[src/include/qet_defs.vh]
// Constants for the quick-channel event tracking block
`ifndef QET_DEFS_VH
`define QET_DEFS_VH
`define QET_NCH 8
`define QET_NREG 2
`define QET_AW 12
`define QET_PAW 14
`define QET_OFF_EVENT 8'h00
`define QET_OFF_ENABLE 8'h04
`define QET_OFF_EN_CLR 8'h08
`define QET_OFF_EN_SET 8'h0C
`define QET_OFF_INQ 8'h10
`define QET_OFF_INQ_CLR 8'h14
`define QET_OFF_MISSED 8'h18
`define QET_OFF_IRQ_MASK 8'h1C
`define QET_OFF_RAE0 8'h20
`define QET_OFF_MAP0 8'h40
`define QET_OFF_MAP_LAST 8'h5C
`define QET_REGION_LSB 8
`define QET_REGION_GLOBAL 4'h0
`define QET_RESP_OKAY 2'h0
`define QET_RESP_SLVERR 2'h2
`define QET_RST_CH 8'h00
`define QET_RST_MAP 12'h000
`define QET_RST_WORD 32'h00000000
`endif

[src/qet_axil.v]
// AXI4-Lite slave front end for the quick-channel event tracking block
`timescale 1ns/1ps
`include "qet_defs.vh"
module qet_axil (
	input wire clk_sys,
	input wire sys_rst,
	input wire [`QET_AW-1:0] s_axi_awaddr,
	input wire s_axi_awvalid,
	output reg s_axi_awready,
	input wire [31:0] s_axi_wdata,
	input wire [3:0] s_axi_wstrb,
	input wire s_axi_wvalid,
	output reg s_axi_wready,
	output reg [1:0] s_axi_bresp,
	output reg s_axi_bvalid,
	input wire s_axi_bready,
	input wire [`QET_AW-1:0] s_axi_araddr,
	input wire s_axi_arvalid,
	output reg s_axi_arready,
	output reg [31:0] s_axi_rdata,
	output reg [1:0] s_axi_rresp,
	output reg s_axi_rvalid,
	input wire s_axi_rready,
	output reg wr_go_q,
	output reg [`QET_AW-1:0] wr_addr_q,
	output reg [31:0] wr_data_q,
	output reg [3:0] wr_strb_q,
	input wire wr_err,
	output reg rd_go_q,
	output reg [`QET_AW-1:0] rd_addr_q,
	input wire [31:0] rd_data,
	input wire rd_err
);
	reg aw_have_q;
	reg w_have_q;
	wire aw_hs = s_axi_awvalid & s_axi_awready;
	wire w_hs = s_axi_wvalid & s_axi_wready;
	wire ar_hs = s_axi_arvalid & s_axi_arready;
	// Write starts once both halves are held and no response is pending
	wire wr_go_d = aw_have_q & w_have_q & ~s_axi_bvalid & ~wr_go_q;
	wire aw_have_d = aw_hs | (aw_have_q & ~wr_go_d);
	wire w_have_d = w_hs | (w_have_q & ~wr_go_d);
	wire rvalid_d = rd_go_q | (s_axi_rvalid & ~s_axi_rready);

	always @(posedge clk_sys) begin
		if (sys_rst) begin
			aw_have_q <= 1'b0;
			w_have_q <= 1'b0;
			s_axi_awready <= 1'b0;
			s_axi_wready <= 1'b0;
			s_axi_bvalid <= 1'b0;
			s_axi_bresp <= `QET_RESP_OKAY;
			s_axi_arready <= 1'b0;
			s_axi_rvalid <= 1'b0;
			s_axi_rresp <= `QET_RESP_OKAY;
			s_axi_rdata <= `QET_RST_WORD;
			wr_go_q <= 1'b0;
			wr_addr_q <= {`QET_AW{1'b0}};
			wr_data_q <= `QET_RST_WORD;
			wr_strb_q <= 4'h0;
			rd_go_q <= 1'b0;
			rd_addr_q <= {`QET_AW{1'b0}};
		end else begin
			aw_have_q <= aw_have_d;
			w_have_q <= w_have_d;
			// Address is held until the write has been carried out
			s_axi_awready <= ~aw_have_d;
			s_axi_wready <= ~w_have_d;
			if (aw_hs) begin
				wr_addr_q <= s_axi_awaddr;
			end
			if (w_hs) begin
				wr_data_q <= s_axi_wdata;
				wr_strb_q <= s_axi_wstrb;
			end
			wr_go_q <= wr_go_d;
			if (wr_go_q) begin
				s_axi_bvalid <= 1'b1;
				s_axi_bresp <= wr_err ? `QET_RESP_SLVERR : `QET_RESP_OKAY;
			end else if (s_axi_bready) begin
				s_axi_bvalid <= 1'b0;
			end
			rd_go_q <= ar_hs;
			if (ar_hs) begin
				rd_addr_q <= s_axi_araddr;
			end
			s_axi_arready <= ~ar_hs & ~rvalid_d;
			s_axi_rvalid <= rvalid_d;
			if (rd_go_q) begin
				s_axi_rdata <= rd_data;
				s_axi_rresp <= rd_err ? `QET_RESP_SLVERR : `QET_RESP_OKAY;
			end
		end
	end
endmodule // qet_axil

[src/qet_event_tracking.v]
// Quick-channel event tracking: trigger detection, flags, arbitration, registers
//
// The AXI4-Lite register port and the register addresses were chosen for this implementation.
`timescale 1ns/1ps
`include "qet_defs.vh"
module qet_event_tracking (
	input wire clk_sys,
	input wire sys_rst,
	input wire [`QET_AW-1:0] s_axi_awaddr,
	input wire s_axi_awvalid,
	output wire s_axi_awready,
	input wire [31:0] s_axi_wdata,
	input wire [3:0] s_axi_wstrb,
	input wire s_axi_wvalid,
	output wire s_axi_wready,
	output wire [1:0] s_axi_bresp,
	output wire s_axi_bvalid,
	input wire s_axi_bready,
	input wire [`QET_AW-1:0] s_axi_araddr,
	input wire s_axi_arvalid,
	output wire s_axi_arready,
	output wire [31:0] s_axi_rdata,
	output wire [1:0] s_axi_rresp,
	output wire s_axi_rvalid,
	input wire s_axi_rready,
	input wire pe_wr_en,
	input wire [`QET_PAW-1:0] pe_wr_addr,
	input wire link_wr_en,
	input wire [`QET_PAW-1:0] link_wr_addr,
	output reg tr_req_valid,
	output reg [2:0] tr_req_chan,
	input wire tr_req_ready,
	input wire tc_sub_en,
	input wire [2:0] tc_sub_chan,
	input wire tc_sub_null,
	output reg irq
);
	localparam ST_IDLE = 2'b01;
	localparam ST_REQ = 2'b10;

	wire wr_go;
	wire [`QET_AW-1:0] wr_addr;
	wire [31:0] wr_data;
	wire [3:0] wr_strb;
	wire rd_go;
	wire [`QET_AW-1:0] rd_addr;
	reg wr_err;
	reg rd_err;
	reg [31:0] rd_data;

	reg [`QET_NCH-1:0] event_q;
	reg [`QET_NCH-1:0] enable_q;
	reg [`QET_NCH-1:0] inq_q;
	reg [`QET_NCH-1:0] missed_q;
	reg [`QET_NCH-1:0] irq_mask_q;
	reg [`QET_NCH*`QET_NREG-1:0] rae_q;
	reg [12*`QET_NCH-1:0] map_q;
	reg [1:0] state_q;
	reg [1:0] state_d;

	wire [`QET_NCH-1:0] event_d;
	wire [`QET_NCH-1:0] enable_d;
	wire [`QET_NCH-1:0] inq_d;
	wire [`QET_NCH-1:0] missed_d;
	wire [`QET_NCH-1:0] take;

	qet_axil u_axil (
		.clk_sys(clk_sys),
		.sys_rst(sys_rst),
		.s_axi_awaddr(s_axi_awaddr),
		.s_axi_awvalid(s_axi_awvalid),
		.s_axi_awready(s_axi_awready),
		.s_axi_wdata(s_axi_wdata),
		.s_axi_wstrb(s_axi_wstrb),
		.s_axi_wvalid(s_axi_wvalid),
		.s_axi_wready(s_axi_wready),
		.s_axi_bresp(s_axi_bresp),
		.s_axi_bvalid(s_axi_bvalid),
		.s_axi_bready(s_axi_bready),
		.s_axi_araddr(s_axi_araddr),
		.s_axi_arvalid(s_axi_arvalid),
		.s_axi_arready(s_axi_arready),
		.s_axi_rdata(s_axi_rdata),
		.s_axi_rresp(s_axi_rresp),
		.s_axi_rvalid(s_axi_rvalid),
		.s_axi_rready(s_axi_rready),
		.wr_go_q(wr_go),
		.wr_addr_q(wr_addr),
		.wr_data_q(wr_data),
		.wr_strb_q(wr_strb),
		.wr_err(wr_err),
		.rd_go_q(rd_go),
		.rd_addr_q(rd_addr),
		.rd_data(rd_data),
		.rd_err(rd_err)
	);

	// Region decode: bit 9 global, bit 8 region exists, low byte channel mask
	function [9:0] region_of;
		input [`QET_AW-1:0] a;
		input [`QET_NCH*`QET_NREG-1:0] rae;
		reg [3:0] r;
		integer k;
		begin
			r = a[`QET_AW-1:`QET_REGION_LSB];
			region_of = {2'b00, `QET_RST_CH};
			if (r == `QET_REGION_GLOBAL) begin
				region_of = {2'b11, ~`QET_RST_CH};
			end
			for (k = 0; k < `QET_NREG; k = k + 1) begin
				if (r == k[3:0] + 4'h1) begin
					region_of = {2'b01, rae[k*`QET_NCH +: `QET_NCH]};
				end
			end
		end
	endfunction

	// Shadow regions only expose the six channel registers
	function addr_ok;
		input [9:0] reg_info;
		input [7:0] off;
		begin
			if (!reg_info[8]) begin
				addr_ok = 1'b0;
			end else if (off <= `QET_OFF_INQ_CLR) begin
				addr_ok = 1'b1;
			end else if (!reg_info[9]) begin
				addr_ok = 1'b0;
			end else if (off == `QET_OFF_MISSED || off == `QET_OFF_IRQ_MASK) begin
				addr_ok = 1'b1;
			end else if (off[7:2] < `QET_OFF_RAE0 / 4 + `QET_NREG && off >= `QET_OFF_RAE0) begin
				addr_ok = 1'b1;
			end else begin
				addr_ok = off >= `QET_OFF_MAP0 && off <= `QET_OFF_MAP_LAST;
			end
		end
	endfunction

	wire [9:0] wreg = region_of(wr_addr, rae_q);
	wire [9:0] rreg = region_of(rd_addr, rae_q);
	wire [7:0] woff = wr_addr[7:0];
	wire [7:0] roff = rd_addr[7:0];
	wire wr_ok = wr_go & addr_ok(wreg, woff) & (woff[1:0] == 2'b00);
	wire [7:0] wbits = wr_data[7:0] & {8{wr_strb[0]}} & wreg[7:0];
	wire [7:0] rmask = rreg[7:0];
	wire w_en_clr = wr_ok & (woff == `QET_OFF_EN_CLR);
	wire w_en_set = wr_ok & (woff == `QET_OFF_EN_SET);
	wire w_inq_clr = wr_ok & (woff == `QET_OFF_INQ_CLR);
	// Missed flags clear on a global read, which doubles as interrupt acknowledge
	wire rd_missed = rd_go & rreg[9] & (roff == `QET_OFF_MISSED);
	wire hw_take = tr_req_valid & tr_req_ready;

	genvar i;
	generate
		for (i = 0; i < `QET_NCH; i = i + 1) begin : g_ch
			wire [11:0] map_w = map_q[12*i +: 12];
			wire bus_hit = pe_wr_en & (pe_wr_addr[`QET_PAW-1:2] == map_w);
			wire link_hit = link_wr_en & (link_wr_addr[`QET_PAW-1:2] == map_w);
			wire set_ev = (bus_hit | link_hit) & enable_q[i];
			wire hw_clr = tc_sub_en & (tc_sub_chan == i);
			wire sw_clr = w_inq_clr & wbits[i];
			assign event_d[i] = set_ev | (event_q[i] & ~hw_clr & ~sw_clr);
			assign missed_d[i] = (set_ev & event_q[i]) | (missed_q[i] & ~rd_missed);
			assign enable_d[i] = (enable_q[i] | (w_en_set & wbits[i])) & ~(w_en_clr & wbits[i]);
			// in-queue set on hand-off, hardware clear for valid requests
			assign inq_d[i] = (take[i] & hw_take) |
				(inq_q[i] & ~(hw_clr & ~tc_sub_null) & ~sw_clr);
			assign take[i] = (tr_req_chan == i);
		end
	endgenerate

	// lowest eligible channel wins; queued channels are skipped
	wire [`QET_NCH-1:0] eligible = event_q & ~inq_q;
	reg [2:0] pick;
	integer n;
	always @* begin
		pick = 3'h0;
		for (n = `QET_NCH - 1; n >= 0; n = n - 1) begin
			if (eligible[n]) begin
				pick = n[2:0];
			end
		end
	end

	always @* begin
		state_d = state_q;
		case (state_q)
			ST_IDLE: begin
				if (|eligible) begin
					state_d = ST_REQ;
				end
			end
			ST_REQ: begin
				if (tr_req_ready) begin
					state_d = ST_IDLE;
				end
			end
			default: begin
				state_d = ST_IDLE;
			end
		endcase
	end

	// read mux: reserved and write-only read zero
	always @* begin
		rd_err = ~addr_ok(rreg, roff) | (roff[1:0] != 2'b00);
		rd_data = `QET_RST_WORD;
		case (roff)
			`QET_OFF_EVENT: rd_data[7:0] = event_q & rmask;
			`QET_OFF_ENABLE: rd_data[7:0] = enable_q & rmask;
			`QET_OFF_INQ: rd_data[7:0] = inq_q & rmask;
			`QET_OFF_MISSED: rd_data[7:0] = missed_q;
			`QET_OFF_IRQ_MASK: rd_data[7:0] = irq_mask_q;
			default: begin
				if (roff >= `QET_OFF_RAE0 && roff < `QET_OFF_MAP0) begin
					rd_data[7:0] = rae_q[roff[4:2]*`QET_NCH +: `QET_NCH];
				end else if (roff >= `QET_OFF_MAP0 && roff <= `QET_OFF_MAP_LAST) begin
					rd_data[13:2] = map_q[roff[4:2]*12 +: 12];
				end
			end
		endcase
		if (rd_err) begin
			rd_data = `QET_RST_WORD;
		end
	end

	always @* begin
		wr_err = ~addr_ok(wreg, woff) | (woff[1:0] != 2'b00);
	end

	always @(posedge clk_sys) begin
		if (sys_rst) begin
			event_q <= `QET_RST_CH;
			enable_q <= `QET_RST_CH;
			inq_q <= `QET_RST_CH;
			missed_q <= `QET_RST_CH;
			irq_mask_q <= `QET_RST_CH;
			rae_q <= {`QET_NREG{`QET_RST_CH}};
			map_q <= {`QET_NCH{`QET_RST_MAP}};
			state_q <= ST_IDLE;
			tr_req_valid <= 1'b0;
			tr_req_chan <= 3'h0;
			irq <= 1'b0;
		end else begin
			event_q <= event_d;
			enable_q <= enable_d;
			inq_q <= inq_d;
			missed_q <= missed_d;
			// request issue to the queue hand-off
			state_q <= state_d;
			tr_req_valid <= state_d == ST_REQ;
			if (state_q == ST_IDLE) begin
				tr_req_chan <= pick;
			end
			irq <= |(missed_d & irq_mask_q);
			if (wr_ok && woff == `QET_OFF_IRQ_MASK && wr_strb[0]) begin
				irq_mask_q <= wr_data[7:0];
			end
			if (wr_ok && woff >= `QET_OFF_RAE0 && woff < `QET_OFF_MAP0 && wr_strb[0]) begin
				rae_q[woff[4:2]*`QET_NCH +: `QET_NCH] <= wr_data[7:0];
			end
			if (wr_ok && woff >= `QET_OFF_MAP0 && woff <= `QET_OFF_MAP_LAST) begin
				if (wr_strb[0]) begin
					map_q[woff[4:2]*12 +: 6] <= wr_data[7:2];
				end
				if (wr_strb[1]) begin
					map_q[woff[4:2]*12+6 +: 6] <= wr_data[13:8];
				end
			end
		end
	end
endmodule // qet_event_tracking

[config.mk]
export PLATFORM = sky130hd
export DESIGN_NAME = qet_event_tracking
export DESIGN_NICKNAME = d
export VERILOG_FILES = /design/src/qet_axil.v /design/src/qet_event_tracking.v
export VERILOG_INCLUDE_DIRS = /design/src /design/src/include
export SDC_FILE = /design/constraint.sdc
export NUM_CORES = 1
export LEC_CHECK = 0
export BUFFER_PORTS_ARGS = -buffer_cell sky130_fd_sc_hd__buf_4
export CAP_MARGIN = 20
export CORE_AREA = 2 2 217 219
export DETAILED_ROUTE_END_ITERATION = 10
export DIE_AREA = 0 0 219 221
export HOLD_SLACK_MARGIN = 0.15
export PLACE_DENSITY = 0.55
export SLEW_MARGIN = 20
export SYNTH_ARGS = -nofsm -noshare
export SYNTH_HDL_FRONTEND = slang
export SYNTH_SLANG_ARGS = --single-unit
[constraint.sdc]
create_clock -name clk_sys -period 10.7 [get_ports clk_sys]
set_input_delay 2.14 -clock clk_sys [delete_from_list [all_inputs] [get_ports clk_sys]]
set_output_delay 2.14 -clock clk_sys [all_outputs]
set_load 0.01 [all_outputs]
Yosys cells after proc, flatten, opt, wreduce, memory -nomap -nowiden
Cells that the tools add are included.
- bitwise logic cells: 243
- mux-type cells: 45
- eq/ne operators: 46
- $lt $le $gt $ge: 12
- multiply operators: 2
- $add $sub $neg: 4
- shift-type cells: 8
- reduce and logical (&&, ||, !) cells: 26
- operators with widths (cell ; count):
    $mux 96 ; 4
    $bwmux 96 ; 2
    $eq 12x12->1 ; 16
    $shift 6x34->96 const A ; 2
    $shiftx 6x34->96 ; 2
    $and 1x1->1 ; 146
    $shiftx 96x8->12 ; 1
    $mux 10 ; 6
    $and 8x8->8 ; 7
    $eq 8x5->1 const B ; 6
    $or 1x1->1 ; 45
    $not 1->1 ; 44
    $pmux 8 s5 ; 1
    $neg 6->34 ; 1
    $neg 7->34 ; 1
    $neg 8->34 ; 1
    $shift 8x34->16 const A ; 1
    $shiftx 8x34->16 ; 1
    $eq 3x3->1 const B ; 8
    $mux 3 ; 8
    $mux 6 ; 3
    $bwmux 16 ; 1
    $eq 8x4->1 const B ; 2
    $ge 8x6->1 const B ; 2
    other kinds (30) ; 75
- register bits after elaboration: 244
- output and inout port bits: 46
- word-level logic and storage cells: 413

Longest topological paths before layout
- depth in word-level cells: 15
- mapped depth: 15

By module
From an unflattened synthesis, not the netlist that was laid out.
- cell total of the unflattened synthesis: 2230
- area, all modules: 17638.2 µm²
- modules (own cells, without submodules) (module ; area each (µm²) ; seq. area each (µm²) ; cells an instance ; instances):
    qet_event_tracking ; 13523.0 ; 3183.1 ; 1813 ; 1
    qet_axil ; 4115.2 ; 2062.0 ; 417 ; 1

Worst setup path after synthesis
OpenSTA, ideal clock, no wires.
- path type: input -> register
- start: in link_wr_addr[12]
- end: reg irq
- stages on the path: 8
- setup slack: 7007 ps
- data arrival time: 3612 ps
- buffers on the path: 1
- data required time: 10619 ps
- cells stage by stage: clkbuf_1 xor2_1 nor4_1 nand4_1 o22ai_1 and4_1 nor4_1 a41oi_1
- longest elaborated chain between the ends: 8
- elaborated cells between the ends (all ways): 50
- classes of those cells: eq/ne (8); bitwise (41); reduce/logical (1)
- RTL lines (what ; line ; RTL):
    start, declared ; qet_event_tracking.v:29 ; input wire [`QET_PAW-1:0] link_wr_addr,
    $eq 12x12->1 ; qet_event_tracking.v:158 ; wire link_hit = link_wr_en & (link_wr_addr[`QET_PAW-1:2] == map_w);
    $and 1x1->1 ; qet_event_tracking.v:158 ;
    $or 1x1->1 ; qet_event_tracking.v:159 ; wire set_ev = (bus_hit | link_hit) & enable_q[i];
    $and 1x1->1 ; qet_event_tracking.v:159 ;
    $and 1x1->1 ; qet_event_tracking.v:163 ; assign missed_d[i] = (set_ev & event_q[i]) | (missed_q[i] & ~rd_missed);
    $or 1x1->1 ; qet_event_tracking.v:163 ;
    $and 8x8->8 (*) ; qet_event_tracking.v:255 ; irq <= |(missed_d & irq_mask_q);
    $reduce_or 8->1 (*) ; qet_event_tracking.v:255 ;
    end signal, assigned ; qet_event_tracking.v:255 ;
    end, declared ; qet_event_tracking.v:36 ; output reg irq
Mark *: on every way between the ends. The rest lies on a longest branch, timed or not.
A chain may end at the register's enable or synchronous reset.

Worst setup path in the final report
- start: reg u_axil.wr_addr_q[3]
- end: reg map_q[37]
- longest elaborated chain between the ends: 11
- elaborated cells between the ends (all ways): 33
- classes of those cells: add/sub (3); mul (1); order compare (5); eq/ne (2); shift (4); mux (11); bitwise (2); reduce/logical (5)
- RTL lines (what ; line ; RTL):
    start, declared ; qet_axil.v:25 ; output reg [`QET_AW-1:0] wr_addr_q,
    start signal, assigned ; qet_axil.v:58 ; wr_addr_q <= {`QET_AW{1'b0}};
    start signal, assigned ; qet_axil.v:70 ; wr_addr_q <= s_axi_awaddr;
    parallel branches: the longest is 11 deep, another holds $neg 8->34 ; n/a ;
    end signal, assigned ; qet_event_tracking.v:239 ; map_q <= {`QET_NCH{`QET_RST_MAP}};
    end signal, assigned by index ; qet_event_tracking.v:264 ; map_q[woff[4:2]*12 +: 6] <= wr_data[7:2];
    end signal, assigned by index ; qet_event_tracking.v:267 ; map_q[woff[4:2]*12+6 +: 6] <= wr_data[13:8];
    end, declared ; qet_event_tracking.v:57 ; reg [12*`QET_NCH-1:0] map_q;
Parallel ways; which one is timed is not known. The select of a mux whose other input is x is not followed.

==> summary.txt <==
Avg Synthesized Cell Area -> 7.72 um2
worst-path cell with the longest stage delay -> fa_1
via count -> 16,400
Max FO, Critical Path -> 10
HP Start -> u_axil.aw_have_q
Slew @ Worst Pin -> 1160 ps
Clock transition at path regs -> 60 ps
largest net degree at the start of global routing -> 89
Hold Buf Count CTS -> 0
area leader, netlist -> dfxtp_1
Hold Path Class -> reg2reg
FF-to-FF Start -> u_axil.wr_addr_q[3]
worst endpoint data arrival time -> 5280 ps
EDFF count, synth -> 0
worst skew pair latency -> 580 ps
Antenna Nets Post-Route -> 0
worst relative slew slack -> 22.6%
cts bufs inserted -> 29
CP peak stage delay -> 850 ps
Post-Route Setup TNS -> 0 ps
synthesized flop and latch total -> 224
Internal Power -> 1.55 mW
Lkg Pwr -> 6.06 nW
crit end category -> flop
Horiz. Die Dim -> 219 um
share of layout cells above drive strength 1 -> 12.9%
H-tree depth -> 1
Gate power share -> 15.0%
GR Util All Layers -> 28.4%
Reg power frac -> 39.4%
most used cell, CP -> ha_1
cts repair resizes -> 0
Max Clk Rate -> 0.208 GHz
Crit Path Class -> reg2reg
WP data required -> 11,170 ps
synth top area cells -> dfxtp_1 28%, xnor2_1 8.3%, nand2_1 5.7%
total grt overflow -> 0
clk_skew -> 17.2 ps
Die H -> 221 um
Max VDD drop -> 0.111 mV
min setup slack post-route -> 5890 ps
clk sinks -> 224
synth unique cells -> 93
clock share of power -> 45.6%
Cell Pwr Density -> 122 nW/um2
sequential area share after synthesis -> 28.0%
P&R area growth vs syn -> 12.7%
worst hold endpoint -> u_axil.wr_go_q
DP Worst Slack -> 6040 ps
Starting Density -> 34.8%
Setup violations, final -> 0
# nets final -> 2,207
CP cell instances -> ha_1, fa_1, inv_1, and3_1, ha_1, and2_1, nand3_1, nor2_1, nor2b_1, or3_1, o221a_1
IO Count -> 149
worst reg-to-reg path cell count -> 11
WL final -> 70,800 um
Pre-Repair DR Iteration Count -> 7
Post-route DRC -> 0
r2r setup slk -> 5890 ps
die area -> 48,400 um2
vias per inst -> 6.06
Final Cycle Share -> 44.9%
crit path time final -> 4810 ps
Longest Clk Path Bufs -> 3
Core Area -> 46,100 um2
Setup crit start kind -> flop
Multi-input gate area -> 10,700 um2
Async SR Flop Fraction -> 0%
warnings from Yosys -> 0
vias in the first global route -> 15,300
Slew Viols, Final -> 0
post-synthesis cell count -> 2,075
RR Endpoint -> map_q[37]
initial antenna violation count -> 2
routed wire length per instance -> 26.1 um
clock root buffer -> clkbuf_16
row count -> 79
dpl hpwl -> 51,900 um
Top FF cell, synth -> dfxtp_1
post-synth top area share -> 28.0%
synth cell count leaders -> 243 x nand2_1, 224 x dfxtp_1, 202 x nor2_1
# diodes -> 0
Placer Congestion -> 0.987
Fillers -> 4,739
max_cap viols -> 0
initial drt markers -> 1,946
Reg area -> 4490 um2
Mapped Area -> 16,000 um2
Port Buffers -> 104
Post-CTS Setup Bufs -> 0
status -> complete, no violations
Psw -> 645 uW
first-pass GRT wire length -> 103,000 um
hold depth -> 2
Fin. Hold Viols -> 0
count leader, synth -> nand2_1
Sw Ratio -> 29.4%
RSZ-0062 raised after global routing -> false
CTS tree -> built
how the worst max path moves through the flow:
stage,from,endpoint,cells after the start
after floorplan,link_wr_addr[12],irq,8
after global placement,u_axil.wr_addr_q[3],map_q[37],11
after detailed placement,u_axil.wr_addr_q[3],map_q[37],11
after CTS,u_axil.wr_addr_q[3],map_q[37],11
after global routing,u_axil.wr_addr_q[3],map_q[37],11
final,u_axil.wr_addr_q[3],map_q[37],11
stage by stage:
step	utilization [%]	area (um2)	total power [mW]	instances	hold WS, ps
final	39.2	18100	2.20	2715	469
after global routing	39.2	18100	2.27	2715	478
after CTS	39.2	18100	2.21	2715	465
after detailed placement	37.1	17100	1.20	2663	456
after global placement	37.1	17100	1.20	2663	447
after floorplan	-	16100	1.09	2094	440
critical path, delay by kind of cell (launching register included):
kind / cells / cell delay [ps]
AO/OA/AOI/OAI: 1 / 240
adder cells (fa/ha/maj): 3 / 1670
buffers and inverters: 1 / 190
AND/OR/NAND/NOR: 6 / 2180
flip-flops: 1 / 420
cell usage in the layout (no fill, tap or decap), drive strengths merged, types with 24 or more instances in the layout:
cell type  synthesis  layout
nor3              58      58
inv               44      45
clkbuf           104      43
nand2            243     243
xnor2            154     154
nand3            106     106
a21oi            183     183
o221ai            26      26
dfxtp            224     224
a211oi            28      28
nor4              34      34
mux2i             49      49
o21ai             65      65
o22ai             26      26
nor2             204     204
xor2              47      47
nand4             58      58
nor2b             25      25
nand2b            33      33
buf               60     126
and3              25      25
mux4              24      24
layout make-up:
| type | count | area share [%] |
|---|---|---|
| timing repair buffer | 126 | 5.26 |
| inverter | 45 | 0.935 |
| clock buffer | 43 | 4.75 |
| clock inverter | 9 | 0.658 |
| sequential | 224 | 24.8 |
| multi-input combinational | 1661 | 59.3 |
| tap | 607 | 4.21 |
sequential cells by signal (all words and copies together) (netlist names), 12 cells and up:
signal	count
map_q	96
rae_q	16
u_axil.rd_addr_q	12
u_axil.s_axi_rdata	14
u_axil.wr_addr_q	12
u_axil.wr_data_q	14
cells by family (layout without fill, tap and decap cells):
kind of cell	count (synthesis)	count (layout)	synth area share, %
AOI/OAI and AO/OA	491	491	20.1
xor gates and xnor gates	201	201	11.3
adders and majority gates	17	17	1.37
buffers and inverters	209	223	5.71
DFF	224	224	28.0
muxes	86	86	7.39
other	1	20	0.0234
and+or+nand+nor	846	846	26.1
power by group through the flow:
stage | Sequential [mW] | Combinational (mW) | Clock, mW
after floorplan | 0.873 | 0.222 | 0
after global routing | 0.866 | 0.350 | 1.05
after global placement | 0.882 | 0.319 | 0
final | 0.865 | 0.330 | 1.00
after CTS | 0.864 | 0.322 | 1.02
after detailed placement | 0.883 | 0.321 | 0
layer usage:
layer  routed length (um)  GRT usage, %
met1                30600          40.3
met2                30800          43.0
met3                 6220          3.97
met4                 3180          11.8
met5                    0             0
Power figures use the tool's default switching activity.
